$ cat config.mk
export PLATFORM = sky130hd
export DESIGN_NAME = rftrc_timing
export DESIGN_NICKNAME = d
export VERILOG_FILES = /design/src/rftrc_pkg.sv /design/src/rftrc_timing.sv
export SDC_FILE = /design/constraint.sdc
export NUM_CORES = 1
export LEC_CHECK = 0
export BUFFER_PORTS_ARGS = -buffer_cell sky130_fd_sc_hd__buf_4
export CAP_MARGIN = 40
export CORE_ASPECT_RATIO = 0.8
export CORE_UTILIZATION = 35
export CTS_CLUSTER_SIZE = 8
export DETAILED_ROUTE_END_ITERATION = 8
export PLACE_DENSITY = 0.59
export SYNTH_ARGS = -nofsm -noshare
export SYNTH_HDL_FRONTEND = slang
export SYNTH_SLANG_ARGS = --single-unit
$ cat constraint.sdc
create_clock -name aclk -period 3.6 [get_ports aclk]
set_input_delay 0.54 -clock aclk [delete_from_list [all_inputs] [get_ports aclk]]
set_output_delay 0.54 -clock aclk [all_outputs]
set_load 0.1 [all_outputs]
$ cat src/rftrc_pkg.sv
// Constants, register map and carrier types of the RF timing control block.
// Assumes a 50 MHz aclk and event strobes from logic on the same clock.
// Operation
// - Delay timer low byte becomes zero at reset, enable low, protocol write.
// - Programmed delay length decides when delayed transmission begins.
// - Delay counts in 590 ns steps, codes 1 to 16383.
// - Delay length all zero means timer disabled, no delay applied.
// - Protocol selection presets delay low byte to zero.
// - Pulse override zero: pulse width comes from selected protocol.
// - Nonzero pulse override: width equals code times 73.7 ns.
// - Pulse override cleared at reset, enable low, protocol write.
// - Protocol choice applies its default modulation pulse width.
// - No response within window: set status flag and raise interrupt.
// - Silence window counts 37.76 us steps from end of transmit EOF.
// - No-response interrupt only while vicinity protocol is selected.
// - Protocol write presets silence wait: 755, 1812 or 529 us.
// - Silence measurement restarts at each anticollision slot start.
// - High byte holds length bits 13..8 and start condition.
// - Start condition selects TX/RX SOF begin or end as start.
package rftrc_pkg;

  // ************************************************************
  // Register indices (byte address is four times the index)
  // ************************************************************
  localparam logic [5:0] IDX_PROTOCOL = 6'h01;
  localparam logic [5:0] IDX_TX_DELAY_HIGH = 6'h04;
  localparam logic [5:0] IDX_TX_DELAY_LOW = 6'h05;
  localparam logic [5:0] IDX_PULSE_OVERRIDE = 6'h06;
  localparam logic [5:0] IDX_SILENCE_WAIT = 6'h07;
  localparam logic [5:0] IDX_IRQ_STATUS = 6'h0C;
  localparam logic [5:0] IDX_IRQ_MASK = 6'h0D;
  localparam logic [5:0] IDX_TIMER_STATE = 6'h0E;

  // ************************************************************
  // Reset values and field positions
  // ************************************************************
  localparam logic [7:0] RST_PROTOCOL = 8'h00;
  localparam logic [7:0] RST_TX_DELAY_HIGH = 8'hC2;
  localparam logic [7:0] RST_TX_DELAY_LOW = 8'h00;
  localparam logic [7:0] RST_PULSE_OVERRIDE = 8'h00;
  localparam logic [7:0] RST_SILENCE_WAIT = 8'h0E;
  localparam int START_COND_MSB = 7;
  localparam int START_COND_LSB = 6;
  localparam int LEN_HIGH_MSB = 5;
  localparam int PROTO_MSB = 2;
  localparam int IRQ_SILENCE_BIT = 0;
  localparam int IRQ_DELAY_BIT = 1;
  localparam logic [1:0] RESP_OKAY = 2'h0;
  localparam logic [1:0] RESP_SLVERR = 2'h2;

  // ************************************************************
  // Protocol codes and silence presets
  // ************************************************************
  localparam logic [2:0] PROTO_VIC_LOW = 3'h0;
  localparam logic [2:0] PROTO_VIC_HIGH = 3'h1;
  localparam logic [2:0] PROTO_A_106 = 3'h2;
  localparam logic [2:0] PROTO_A_212 = 3'h3;
  localparam logic [2:0] PROTO_A_424 = 3'h4;
  localparam logic [2:0] PROTO_A_848 = 3'h5;
  localparam logic [7:0] SILENCE_VIC_HIGH = 8'h14; // 755 us
  localparam logic [7:0] SILENCE_VIC_LOW = 8'h30; // 1812 us
  localparam logic [7:0] SILENCE_OTHER = 8'h0E; // 529 us

  // ************************************************************
  // Timing, in printed units, and derived cycle counts
  // ************************************************************
  localparam int CLK_PERIOD_PS = 20000;
  localparam int DELAY_STEP_PS = 590000;
  localparam int PULSE_STEP_PS = 73700;
  localparam int SILENCE_STEP_PS = 37760000;
  localparam int PULSE_VIC_PS = 9440000;
  localparam int PULSE_A106_PS = 2360000;
  localparam int PULSE_A212_PS = 1400000;
  localparam int PULSE_A424_PS = 737000;
  localparam int PULSE_A848_PS = 442000;
  // Steps are rounded to the nearest whole cycle
  localparam int DELAY_STEP_CYC =
    (DELAY_STEP_PS + CLK_PERIOD_PS / 2) / CLK_PERIOD_PS;
  localparam int SILENCE_STEP_CYC =
    (SILENCE_STEP_PS + CLK_PERIOD_PS / 2) / CLK_PERIOD_PS;
  localparam logic [15:0] PULSE_STEP_CYC =
    16'((PULSE_STEP_PS + CLK_PERIOD_PS / 2) / CLK_PERIOD_PS);
  localparam logic [15:0] PULSE_VIC_CYC =
    16'((PULSE_VIC_PS + CLK_PERIOD_PS / 2) / CLK_PERIOD_PS);
  localparam logic [15:0] PULSE_A106_CYC =
    16'((PULSE_A106_PS + CLK_PERIOD_PS / 2) / CLK_PERIOD_PS);
  localparam logic [15:0] PULSE_A212_CYC =
    16'((PULSE_A212_PS + CLK_PERIOD_PS / 2) / CLK_PERIOD_PS);
  localparam logic [15:0] PULSE_A424_CYC =
    16'((PULSE_A424_PS + CLK_PERIOD_PS / 2) / CLK_PERIOD_PS);
  localparam logic [15:0] PULSE_A848_CYC =
    16'((PULSE_A848_PS + CLK_PERIOD_PS / 2) / CLK_PERIOD_PS);

  // ************************************************************
  // Types
  // ************************************************************
  typedef enum logic {
    RFTRC_IDLE = 1'b0,
    RFTRC_RUN = 1'b1
  } rftrc_timer_state_type;

  // Frame events from the framing logic, one-cycle pulses
  typedef struct packed {
    logic tx_sof_begin;
    logic tx_sof_end;
    logic rx_sof_begin;
    logic rx_sof_end;
    logic tx_eof_end;
    logic slot_begin;
    logic response_begin;
    logic fifo_reset;
    logic mod_request;
  } rftrc_event_type;

endpackage : rftrc_pkg

$ cat src/rftrc_timing.sv
// Delayed-transmission timer, pulse-length control and no-response timer
// with an AXI4-Lite register slave.
// Assumes events arrive as same-clock pulses; the enable pin is async.
//
// Local design decision: the AXI4-Lite register port.
`timescale 1ns/100ps
module rftrc_timing
  import rftrc_pkg::*;
#(
  parameter logic [15:0] DELAY_STEP_CYCLES = 16'(DELAY_STEP_CYC),
  parameter logic [15:0] SILENCE_STEP_CYCLES = 16'(SILENCE_STEP_CYC)
) (
  input wire logic aclk,
  input wire logic aresetn,
  input wire logic [7:0] awaddr,
  input wire logic awvalid,
  output logic awready,
  input wire logic [31:0] wdata,
  input wire logic [3:0] wstrb,
  input wire logic wvalid,
  output logic wready,
  output logic [1:0] bresp,
  output logic bvalid,
  input wire logic bready,
  input wire logic [7:0] araddr,
  input wire logic arvalid,
  output logic arready,
  output logic [31:0] rdata,
  output logic [1:0] rresp,
  output logic rvalid,
  input wire logic rready,
  input wire logic enable_pin,
  input wire rftrc_event_type events,
  output logic delayed_tx_start,
  output logic mod_pulse,
  output logic irq
);

  // ************************************************************
  // State
  // ************************************************************
  typedef struct packed {
    logic en_s1;
    logic en_s2;
    logic [7:0] protocol;
    logic [7:0] tx_delay_high;
    logic [7:0] tx_delay_low;
    logic [7:0] pulse_override;
    logic [7:0] silence_wait_code;
    logic [1:0] irq_status;
    logic [1:0] irq_mask;
    logic irq;
    logic aw_rdy;
    logic aw_held;
    logic [5:0] aw_idx;
    logic w_rdy;
    logic w_held;
    logic [7:0] w_data;
    logic w_lane0;
    logic bvalid;
    logic [1:0] bresp;
    logic ar_rdy;
    logic rvalid;
    logic [31:0] rdata;
    logic [1:0] rresp;
    rftrc_timer_state_type delay_state;
    logic [15:0] delay_pre;
    logic [13:0] delay_cnt;
    logic tx_start;
    rftrc_timer_state_type silence_state;
    logic [15:0] silence_pre;
    logic [7:0] silence_cnt;
    logic mod_active;
    logic [15:0] mod_cnt;
  } rftrc_state_type;

  localparam rftrc_state_type RST_STATE = '{
    en_s1: 1'b0, en_s2: 1'b0, protocol: RST_PROTOCOL,
    tx_delay_high: RST_TX_DELAY_HIGH, tx_delay_low: RST_TX_DELAY_LOW,
    pulse_override: RST_PULSE_OVERRIDE, silence_wait_code: RST_SILENCE_WAIT,
    irq_status: 2'h0, irq_mask: 2'h0, irq: 1'b0,
    aw_rdy: 1'b0, aw_held: 1'b0, aw_idx: 6'h00, w_rdy: 1'b0,
    w_held: 1'b0, w_data: 8'h00, w_lane0: 1'b0, bvalid: 1'b0,
    bresp: RESP_OKAY, ar_rdy: 1'b0, rvalid: 1'b0, rdata: 32'h00000000,
    rresp: RESP_OKAY, delay_state: RFTRC_IDLE, delay_pre: 16'h0000,
    delay_cnt: 14'h0000, tx_start: 1'b0, silence_state: RFTRC_IDLE,
    silence_pre: 16'h0000, silence_cnt: 8'h00, mod_active: 1'b0,
    mod_cnt: 16'h0000};

  rftrc_state_type st;
  rftrc_state_type next_st;

  // Decoded helpers, combinational on the current state and the frame events
  logic vicinity;
  logic [13:0] delay_length;
  logic [1:0] delay_start_condition;
  logic delay_start_hit;
  logic proto_write;
  logic [15:0] pulse_width;

  assign vicinity = (st.protocol[PROTO_MSB:0] == PROTO_VIC_LOW) ||
    (st.protocol[PROTO_MSB:0] == PROTO_VIC_HIGH);
  assign delay_length = {st.tx_delay_high[LEN_HIGH_MSB:0], st.tx_delay_low};
  assign delay_start_condition =
    st.tx_delay_high[START_COND_MSB:START_COND_LSB];
  assign proto_write = st.aw_held && st.w_held && !st.bvalid &&
    st.w_lane0 && (st.aw_idx == IDX_PROTOCOL);

  // Start event chosen by the start-condition field
  always_comb begin
    unique case (delay_start_condition)
      2'b00: delay_start_hit = events.tx_sof_begin;
      2'b01: delay_start_hit = events.tx_sof_end;
      2'b10: delay_start_hit = events.rx_sof_begin;
      2'b11: delay_start_hit = events.rx_sof_end;
    endcase
  end

  // Pulse width: override wins when nonzero, else protocol default
  always_comb begin
    if (st.pulse_override != 8'h00) begin
      pulse_width = 16'(st.pulse_override) * PULSE_STEP_CYC;
    end else begin
      unique case (st.protocol[PROTO_MSB:0])
        PROTO_A_106: pulse_width = PULSE_A106_CYC;
        PROTO_A_212: pulse_width = PULSE_A212_CYC;
        PROTO_A_424: pulse_width = PULSE_A424_CYC;
        PROTO_A_848: pulse_width = PULSE_A848_CYC;
        default: pulse_width = PULSE_VIC_CYC;
      endcase
    end
  end

  // ************************************************************
  // Next-state logic
  // ************************************************************
  always_comb begin
    logic [1:0] irq_set;
    logic [1:0] irq_clr;
    logic [7:0] wd;
    logic [5:0] ridx;
    logic reset_regs;
    logic silence_cancel;
    irq_set = 2'h0;
    irq_clr = 2'h0;
    wd = st.w_data;
    ridx = araddr[7:2];
    reset_regs = 1'b0;
    silence_cancel = 1'b0;
    next_st = st;
    // Enable pin passes two flops before use
    next_st.en_s1 = enable_pin;
    next_st.en_s2 = st.en_s1;
    next_st.tx_start = 1'b0;

    // Write response retires
    if (st.bvalid && bready) begin
      next_st.bvalid = 1'b0;
    end
    if (awvalid && st.aw_rdy) begin
      next_st.aw_held = 1'b1;
      next_st.aw_idx = awaddr[7:2];
    end
    if (wvalid && st.w_rdy) begin
      next_st.w_held = 1'b1;
      next_st.w_data = wdata[7:0];
      next_st.w_lane0 = wstrb[0];
    end

    // Commit a write once address and data are both held
    if (st.aw_held && st.w_held && !st.bvalid) begin
      next_st.aw_held = 1'b0;
      next_st.w_held = 1'b0;
      next_st.bvalid = 1'b1;
      next_st.bresp = RESP_OKAY;
      if (st.w_lane0) begin
        unique case (st.aw_idx)
          IDX_PROTOCOL: next_st.protocol = wd;
          IDX_TX_DELAY_HIGH: next_st.tx_delay_high = wd;
          IDX_TX_DELAY_LOW: next_st.tx_delay_low = wd;
          IDX_PULSE_OVERRIDE: next_st.pulse_override = wd;
          IDX_SILENCE_WAIT: next_st.silence_wait_code = wd;
          IDX_IRQ_STATUS: irq_clr = wd[1:0];
          IDX_IRQ_MASK: next_st.irq_mask = wd[1:0];
          IDX_TIMER_STATE: ;
          default: next_st.bresp = RESP_SLVERR;
        endcase
      end else if (!(st.aw_idx inside {IDX_PROTOCOL, IDX_TX_DELAY_HIGH,
          IDX_TX_DELAY_LOW, IDX_PULSE_OVERRIDE, IDX_SILENCE_WAIT,
          IDX_IRQ_STATUS, IDX_IRQ_MASK, IDX_TIMER_STATE})) begin
        next_st.bresp = RESP_SLVERR;
      end
    end

    // Protocol write or enable low loads the timing defaults
    reset_regs = proto_write || !st.en_s2;
    if (reset_regs) begin
      next_st.tx_delay_low = RST_TX_DELAY_LOW;
      next_st.tx_delay_high = RST_TX_DELAY_HIGH;
      next_st.pulse_override = RST_PULSE_OVERRIDE;
      next_st.silence_wait_code = RST_SILENCE_WAIT;
    end
    if (proto_write) begin
      unique case (wd[PROTO_MSB:0])
        PROTO_VIC_HIGH: next_st.silence_wait_code = SILENCE_VIC_HIGH;
        PROTO_VIC_LOW: next_st.silence_wait_code = SILENCE_VIC_LOW;
        default: next_st.silence_wait_code = SILENCE_OTHER;
      endcase
    end

    // Read channel: one outstanding read, data one cycle after address
    if (st.rvalid && rready) begin
      next_st.rvalid = 1'b0;
    end
    if (arvalid && st.ar_rdy) begin
      next_st.rvalid = 1'b1;
      next_st.rresp = RESP_OKAY;
      next_st.rdata = 32'h00000000;
      unique case (ridx)
        IDX_PROTOCOL: next_st.rdata[7:0] = st.protocol;
        IDX_TX_DELAY_HIGH: next_st.rdata[7:0] = st.tx_delay_high;
        IDX_TX_DELAY_LOW: next_st.rdata[7:0] = st.tx_delay_low;
        IDX_PULSE_OVERRIDE: next_st.rdata[7:0] = st.pulse_override;
        IDX_SILENCE_WAIT: next_st.rdata[7:0] = st.silence_wait_code;
        IDX_IRQ_STATUS: next_st.rdata[1:0] = st.irq_status;
        IDX_IRQ_MASK: next_st.rdata[1:0] = st.irq_mask;
        IDX_TIMER_STATE: next_st.rdata[2:0] = {st.mod_active,
          st.silence_state, st.delay_state};
        default: next_st.rresp = RESP_SLVERR;
      endcase
    end

    // Delayed-transmission timer; a new start event reloads it
    if (reset_regs) begin
      next_st.delay_state = RFTRC_IDLE;
    end else if (delay_start_hit) begin
      if (delay_length == 14'h0000) begin
        next_st.tx_start = 1'b1;
        next_st.delay_state = RFTRC_IDLE;
      end else begin
        next_st.delay_state = RFTRC_RUN;
        next_st.delay_pre = 16'h0000;
        next_st.delay_cnt = delay_length;
      end
    end else if (st.delay_state == RFTRC_RUN) begin
      if (st.delay_pre == DELAY_STEP_CYCLES - 16'h0001) begin
        next_st.delay_pre = 16'h0000;
        next_st.delay_cnt = st.delay_cnt - 14'h0001;
        if (st.delay_cnt == 14'h0001) begin
          next_st.tx_start = 1'b1;
          next_st.delay_state = RFTRC_IDLE;
        end
      end else begin
        next_st.delay_pre = st.delay_pre + 16'h0001;
      end
    end
    if (next_st.tx_start) begin
      irq_set[IRQ_DELAY_BIT] = 1'b1;
    end

    // No-response timer; a FIFO reset also stops it
    silence_cancel = reset_regs || events.response_begin ||
      events.fifo_reset || !vicinity;
    if (silence_cancel) begin
      next_st.silence_state = RFTRC_IDLE;
    end else if ((events.tx_eof_end || events.slot_begin) &&
        st.silence_wait_code != 8'h00) begin
      next_st.silence_state = RFTRC_RUN;
      next_st.silence_pre = 16'h0000;
      next_st.silence_cnt = st.silence_wait_code;
    end else if (st.silence_state == RFTRC_RUN) begin
      if (st.silence_pre == SILENCE_STEP_CYCLES - 16'h0001) begin
        next_st.silence_pre = 16'h0000;
        next_st.silence_cnt = st.silence_cnt - 8'h01;
        if (st.silence_cnt == 8'h01) begin
          next_st.silence_state = RFTRC_IDLE;
          irq_set[IRQ_SILENCE_BIT] = 1'b1;
        end
      end else begin
        next_st.silence_pre = st.silence_pre + 16'h0001;
      end
    end

    // Modulation pulse; a new request restarts the width
    if (events.mod_request) begin
      next_st.mod_active = 1'b1;
      next_st.mod_cnt = pulse_width;
    end else if (st.mod_active) begin
      next_st.mod_cnt = st.mod_cnt - 16'h0001;
      if (st.mod_cnt == 16'h0001) begin
        next_st.mod_active = 1'b0;
      end
    end

    // Sticky status: hardware set wins over a write-one clear
    next_st.irq_status = (st.irq_status & ~irq_clr) | irq_set;
    next_st.irq = |(next_st.irq_status & next_st.irq_mask);
    next_st.aw_rdy = !next_st.aw_held && !next_st.bvalid;
    next_st.w_rdy = !next_st.w_held && !next_st.bvalid;
    next_st.ar_rdy = !next_st.rvalid;
  end

  // Single register stage for all state
  always_ff @(posedge aclk) begin
    if (!aresetn) begin
      st <= RST_STATE;
    end else begin
      st <= next_st;
    end
  end

  // ************************************************************
  // Outputs, straight from flops
  // ************************************************************
  assign awready = st.aw_rdy;
  assign wready = st.w_rdy;
  assign bresp = st.bresp;
  assign bvalid = st.bvalid;
  assign arready = st.ar_rdy;
  assign rdata = st.rdata;
  assign rresp = st.rresp;
  assign rvalid = st.rvalid;
  assign delayed_tx_start = st.tx_start;
  assign mod_pulse = st.mod_active;
  assign irq = st.irq;
endmodule : rftrc_timing

; After elaboration in Yosys (flattened, before gate mapping)
; Index checks and enable logic that the tools add are counted.
[totals]
word_cells = 185
reg_bits = 155
[classes]
n_reduce_logical = 54
n_eq_ne = 31
n_addsub = 5
bitwise_logic = 7
mux = 56
[op_table]
columns = operator, count
row1 = 32-bit two-way mux, 2
row2 = 25-bit two-way mux, 2
row3 = "6-bit by 3-bit == test with 1-bit output, second input constant", 8
row4 = 8-bit two-way mux, 6
row5 = "6-bit by 4-bit == test with 1-bit output, second input constant", 6
row6 = 9-bit one-hot mux with 4 select lines, 1
row7 = 35-bit two-way mux, 1
row8 = 17-bit two-way mux, 2
row9 = "16-bit by 1-bit adder with 16-bit output, second input constant", 2
row10 = 16-bit two-way mux, 2
row11 = 30-bit two-way mux, 1
row12 = 5-bit one-hot mux with 5 select lines, 1
row13 = 8-bit nonzero test, 3
row14 = 3-bit AND reduction, 7
row15 = 10-bit two-way mux, 2
row16 = 2-bit two-way mux, 10
row17 = 1-bit two-way mux, 19
row18 = "16-bit by 1-bit == test with 1-bit output, second input constant", 1
row19 = "16-bit by 11-bit == test with 1-bit output, second input constant", 1
row20 = "16-bit by 5-bit == test with 1-bit output, second input constant", 1
row21 = 2-bit one-hot mux with 8 select lines, 1
row22 = 8-bit OR reduction, 2
row23 = "16-bit by 1-bit subtractor with 16-bit output, second input constant", 1
row24 = 15-bit two-way mux, 1
row25 = 31 further kinds, 70

; Longest topological paths before layout
[logic_depth]
ltp_word = 12
mapped_depth = 9

; Least setup slack after synthesis
; Ideal clock, no wire load.
[synth_path]
path_type = reg-to-reg
start = register st, in the netlist bvalid
end = register st[67] (netlist bit)
synth_period_minus_slack_ns = 2.593
path_stages_with_launch = 7
arrival_time_ns = 2.523
required_ns = 3.530
setup_slack_ns = 1.007
cell_sequence = dfxtp_1 > nand4b_1 > o31a_1 > buf_4 > o2111ai_1 > or4b_2 > a21oi_1
[synth_between]
elab_chain_cells = 7
[synth_lines]
columns = item, line_no
row1 = start: declaration, rftrc_timing.sv:90  ; rftrc_state_type st;
row2 = start signal: assignment, rftrc_timing.sv:308  ; st <= next_st;
row3 = 1-bit logical NOT, rftrc_timing.sv:106  ; assign proto_write = st.aw_held && st.w_held && !st.bvalid &&
row4 = 1-bit logical AND (2 in series), rftrc_timing.sv:106
row5 = 1-bit logical AND, rftrc_timing.sv:107  ; st.w_lane0 && (st.aw_idx == IDX_PROTOCOL);
row6 = 1-bit logical OR, rftrc_timing.sv:196  ; reset_regs = proto_write || !st.en_s2;
row7 = 1-bit inverter (no line), n/a
row8 = 3-bit AND reduction (no line), n/a
; No other way between the ends.
; A chain may end at the register's enable or synchronous reset.

; Worst setup path after layout
[layout_path]
start = register st[124] (netlist bit)
end = register st[58] (netlist bit)
[layout_between]
elab_chain_cells = 5
[layout_lines]
columns = item, line_no
row1 = 6-bit by 1-bit == test with 1-bit output, rftrc_timing.sv:107
row2 = 1-bit logical AND, rftrc_timing.sv:107
row3 = 1-bit logical OR, rftrc_timing.sv:196
row4 = 1-bit inverter (no line), n/a
row5 = 3-bit AND reduction (no line), n/a
; No other way between the ends.

==> results.yml <==
layout:
  area_delta_synth_final_pct: 13.7
  final_nets: 1031
  drive_gt1_share_pct: 13.3
  diodes: 0
  n_fill_cell: 2231
worst_setup_path:
  startpoint_type: "flop"
  r2r_end: "st[58]"
  reg2reg_depth: 5
  critPathLaunch: "st[124]"
  cp.arrival_ns: 3.08
  cp_data_required_time_ns: 3.95
  r2r_start: "st[124]"
  r2r_setup_slack_ns: 0.87
  critPathKind: "flop to flop"
  worstPathMaxFanout: 16
  end_kind: "flop"
floorplan:
  core-area_sq_um: 21800
  start_util_pct: 36.1
  io_pins: 113
  die_x_um: 170
  die_area_sq_um: 23100
  dieHeight_um: 136
  core.rowCount: 48
global_route:
  antenna_found_initial: 0
  grt_max_degree: 39
  grt_pass1_wl_mm: 33.5
  grt_pass1_vias: 6253
  overflow: 0
  grtUsageTotal_pct: 18.4
route:
  drc: 0
  post_drt_wl_per_cell_um: 16.4
  postRouteWirelength_mm: 20.8
  postRouteAntennaNets: 0
  drt_iter0_drc: 570
  drt_first_pass_iters: 5
  vias_per_cell: 5.42
  vias: 6865
clock_network:
  numCtsBuffers: 17
  cts_hold_buf: 0
  cts_setup_buffers: 0
  cts_tree: "yes"
  cts_buffer_depth: 2
  clk_pin_slew_worst_paths_ns: 0.08
  clk_latency_ns: 0.43
  cts-root-buf: "clkbuf_16"
  cts-htree-levels: 4
  cts.repair.resized: 0
  clkSinkCount: 153
min_path:
  holdPathEnd: "next_st[177]"
  hold_path.class: "input pin to flop"
  hold_depth: 2
  min_from: "enable_pin"
power:
  p_leak_uw: 0.00323
  peakVddDrop_v: 0.000367
  finalPower_uw: 4050
  power_density_nw_per_um2: 452
sta:
  period_share_pct: 75.9
  rsz0062_at_grt: "false"
  hold_viol: 0
  fin_skew_ns: 0.0141
  max-slew-margin-rel_pct: 40.3
  worst_pin_slew_ns: 0.895
  fin_tns_setup_ns: 0
  min_period_ns: 2.73
  setup_violations: 0
  slew_viol_final: 0
  fmax_ghz: 0.366
synth:
  yosys.area_share.simple_pct: 23.2
  ys_types: 76
  synth.most_common_cell: "dfxtp_1"
  yosysSeqAreaShare_pct: 38.9
  syn_avg_cell_area_sq_um: 8.53
  synth.largest_area_cell: "dfxtp_1"
  synth_top_family_by_area: "simple AND/OR/NAND/NOR gates"
  synth_edf_count: 0
  syn-cell-area_sq_um: 7870
  synth_mux_area_share_pct: 6.86
  netlist_top_cells_area: "dfxtp_1 39%, a21oi_1 5.3%, mux2i_1 4.6%"
  async_reset_ff_share_pct: 0
  synth_common_cells: "153 x dfxtp_1, 89 x nor2_1, 86 x nand2_1, 84 x a21oi_1, 40 x buf_4"
  synthCells: 923
  synth-xor-area-share_pct: 2.56
  synth_compound_area_share_pct: 20.1
  yosysWarningCount: 0
  synth-adder-area-share_pct: 1.43
  synth_top_area_share_pct: 38.9
  ys_seq_elements: 153
  ys.flop_type: "dfxtp_1"
place:
  gp_congestion: 0.823
  dp_hpwl_mm: 14.6
  io_buffers: 55
outcome:
  outcome: "finished, final reports clean"
flow_run:
  drv_cap: 0
routing by layer:
layer / up-vias / part of all wire [%] / GRT usage (%) / wire length, um
li1: 3412 / - / - / -
met1: 3259 / 50 / 26.3 / 10400
met2: 170 / 43 / 27.1 / 8920
met3: 24 / 5.3 / 3.90 / 1110
met4: 0 / 1.7 / 6.06 / 363
met5: - / 0 / 0 / 0
power by group:
group	leakage [uW]	switching, uW	internal [uW]
Combinational	0.00170	352	117
Sequential	0.00124	44.5	1730
Clock	0.000287	867	939
through the flow:
step           cells  worst slack (ns)  util (%)  instance area, sq um  hold slack (ns)
2_1_floorplan    948              1.01         -                  7970            0.412
3_3_place_gp    1234             0.851      38.4                  8360            0.420
3_5_place_dp    1234             0.852      38.4                  8360            0.423
4_1_cts         1266             0.845      41.1                  8950            0.316
5_1_grt         1266             0.718      41.1                  8950            0.328
6_report        1266             0.867      41.1                  8950            0.328
registers in the layout (all words and copies together), names as in the netlist:
signal,flops
arready,1
awready,1
bresp,1
bvalid,1
delay_length,14
delay_start_condition,2
delayed_tx_start,1
irq,1
mod_pulse,1
next_st,1
rdata,8
rresp,1
rvalid,1
st,118
wready,1
layout by cell type (no fill, tap or decap), types with 10 or more instances in the layout:
cell	synthesis	layout
nand3_1	16	16
mux2i_1	36	36
a22oi_1	15	15
or4_1	17	17
nor2_1	89	89
o32ai_1	12	12
clkbuf_16	0	17
nand2_1	86	86
xnor2_1	10	10
nor3_1	24	24
dfxtp_1	153	153
and3_1	13	13
inv_1	23	22
a211oi_1	26	26
or3_1	21	21
conb_1	1	26
o21ai_0	29	29
nor4_1	24	24
buf_4	40	63
a21oi_1	84	84
xor2_1	13	13
and2_1	10	10
o21ai_1	10	10
cells by family after synthesis:
group,after synthesis
simple gates,351
compound gates,238
flops,153
buf+inv,101
mux,47
xor+xnor,23
fa+ha+maj,9
other cells,1
worst max-delay path: stages, from the launching register on:
cell      delay (ns)
dfxtp_1         0.48
or4b_1          0.66
o31a_1          0.54
o211ai_2        0.34
o21ai_2         0.35
a211oi_1        0.28
final cells by class:
type | instances | area, sq um | area share, %
inverters | 24 | 90.1 | 1.01
well taps | 300 | 375 | 4.19
clock inverters | 15 | 166 | 1.86
flip-flops and latches | 153 | 3060 | 34.2
clock buffers | 17 | 425 | 4.75
multi-input cells | 694 | 4360 | 48.7
repair buffers | 63 | 473 | 5.28
worst max path at each step:
| stage | to | slack, ns | cells after the start |
|---|---|---|---|
| final | st[58] | 0.87 | 5 |
| after global routing | st[66] | 0.72 | 5 |
| after CTS | st[57] | 0.85 | 5 |
| after detailed placement | st[72] | 0.85 | 5 |
| after global placement | st[72] | 0.85 | 5 |
| after floorplan | st[67] | 1.01 | 6 |
Power figures use the tool's default switching activity.
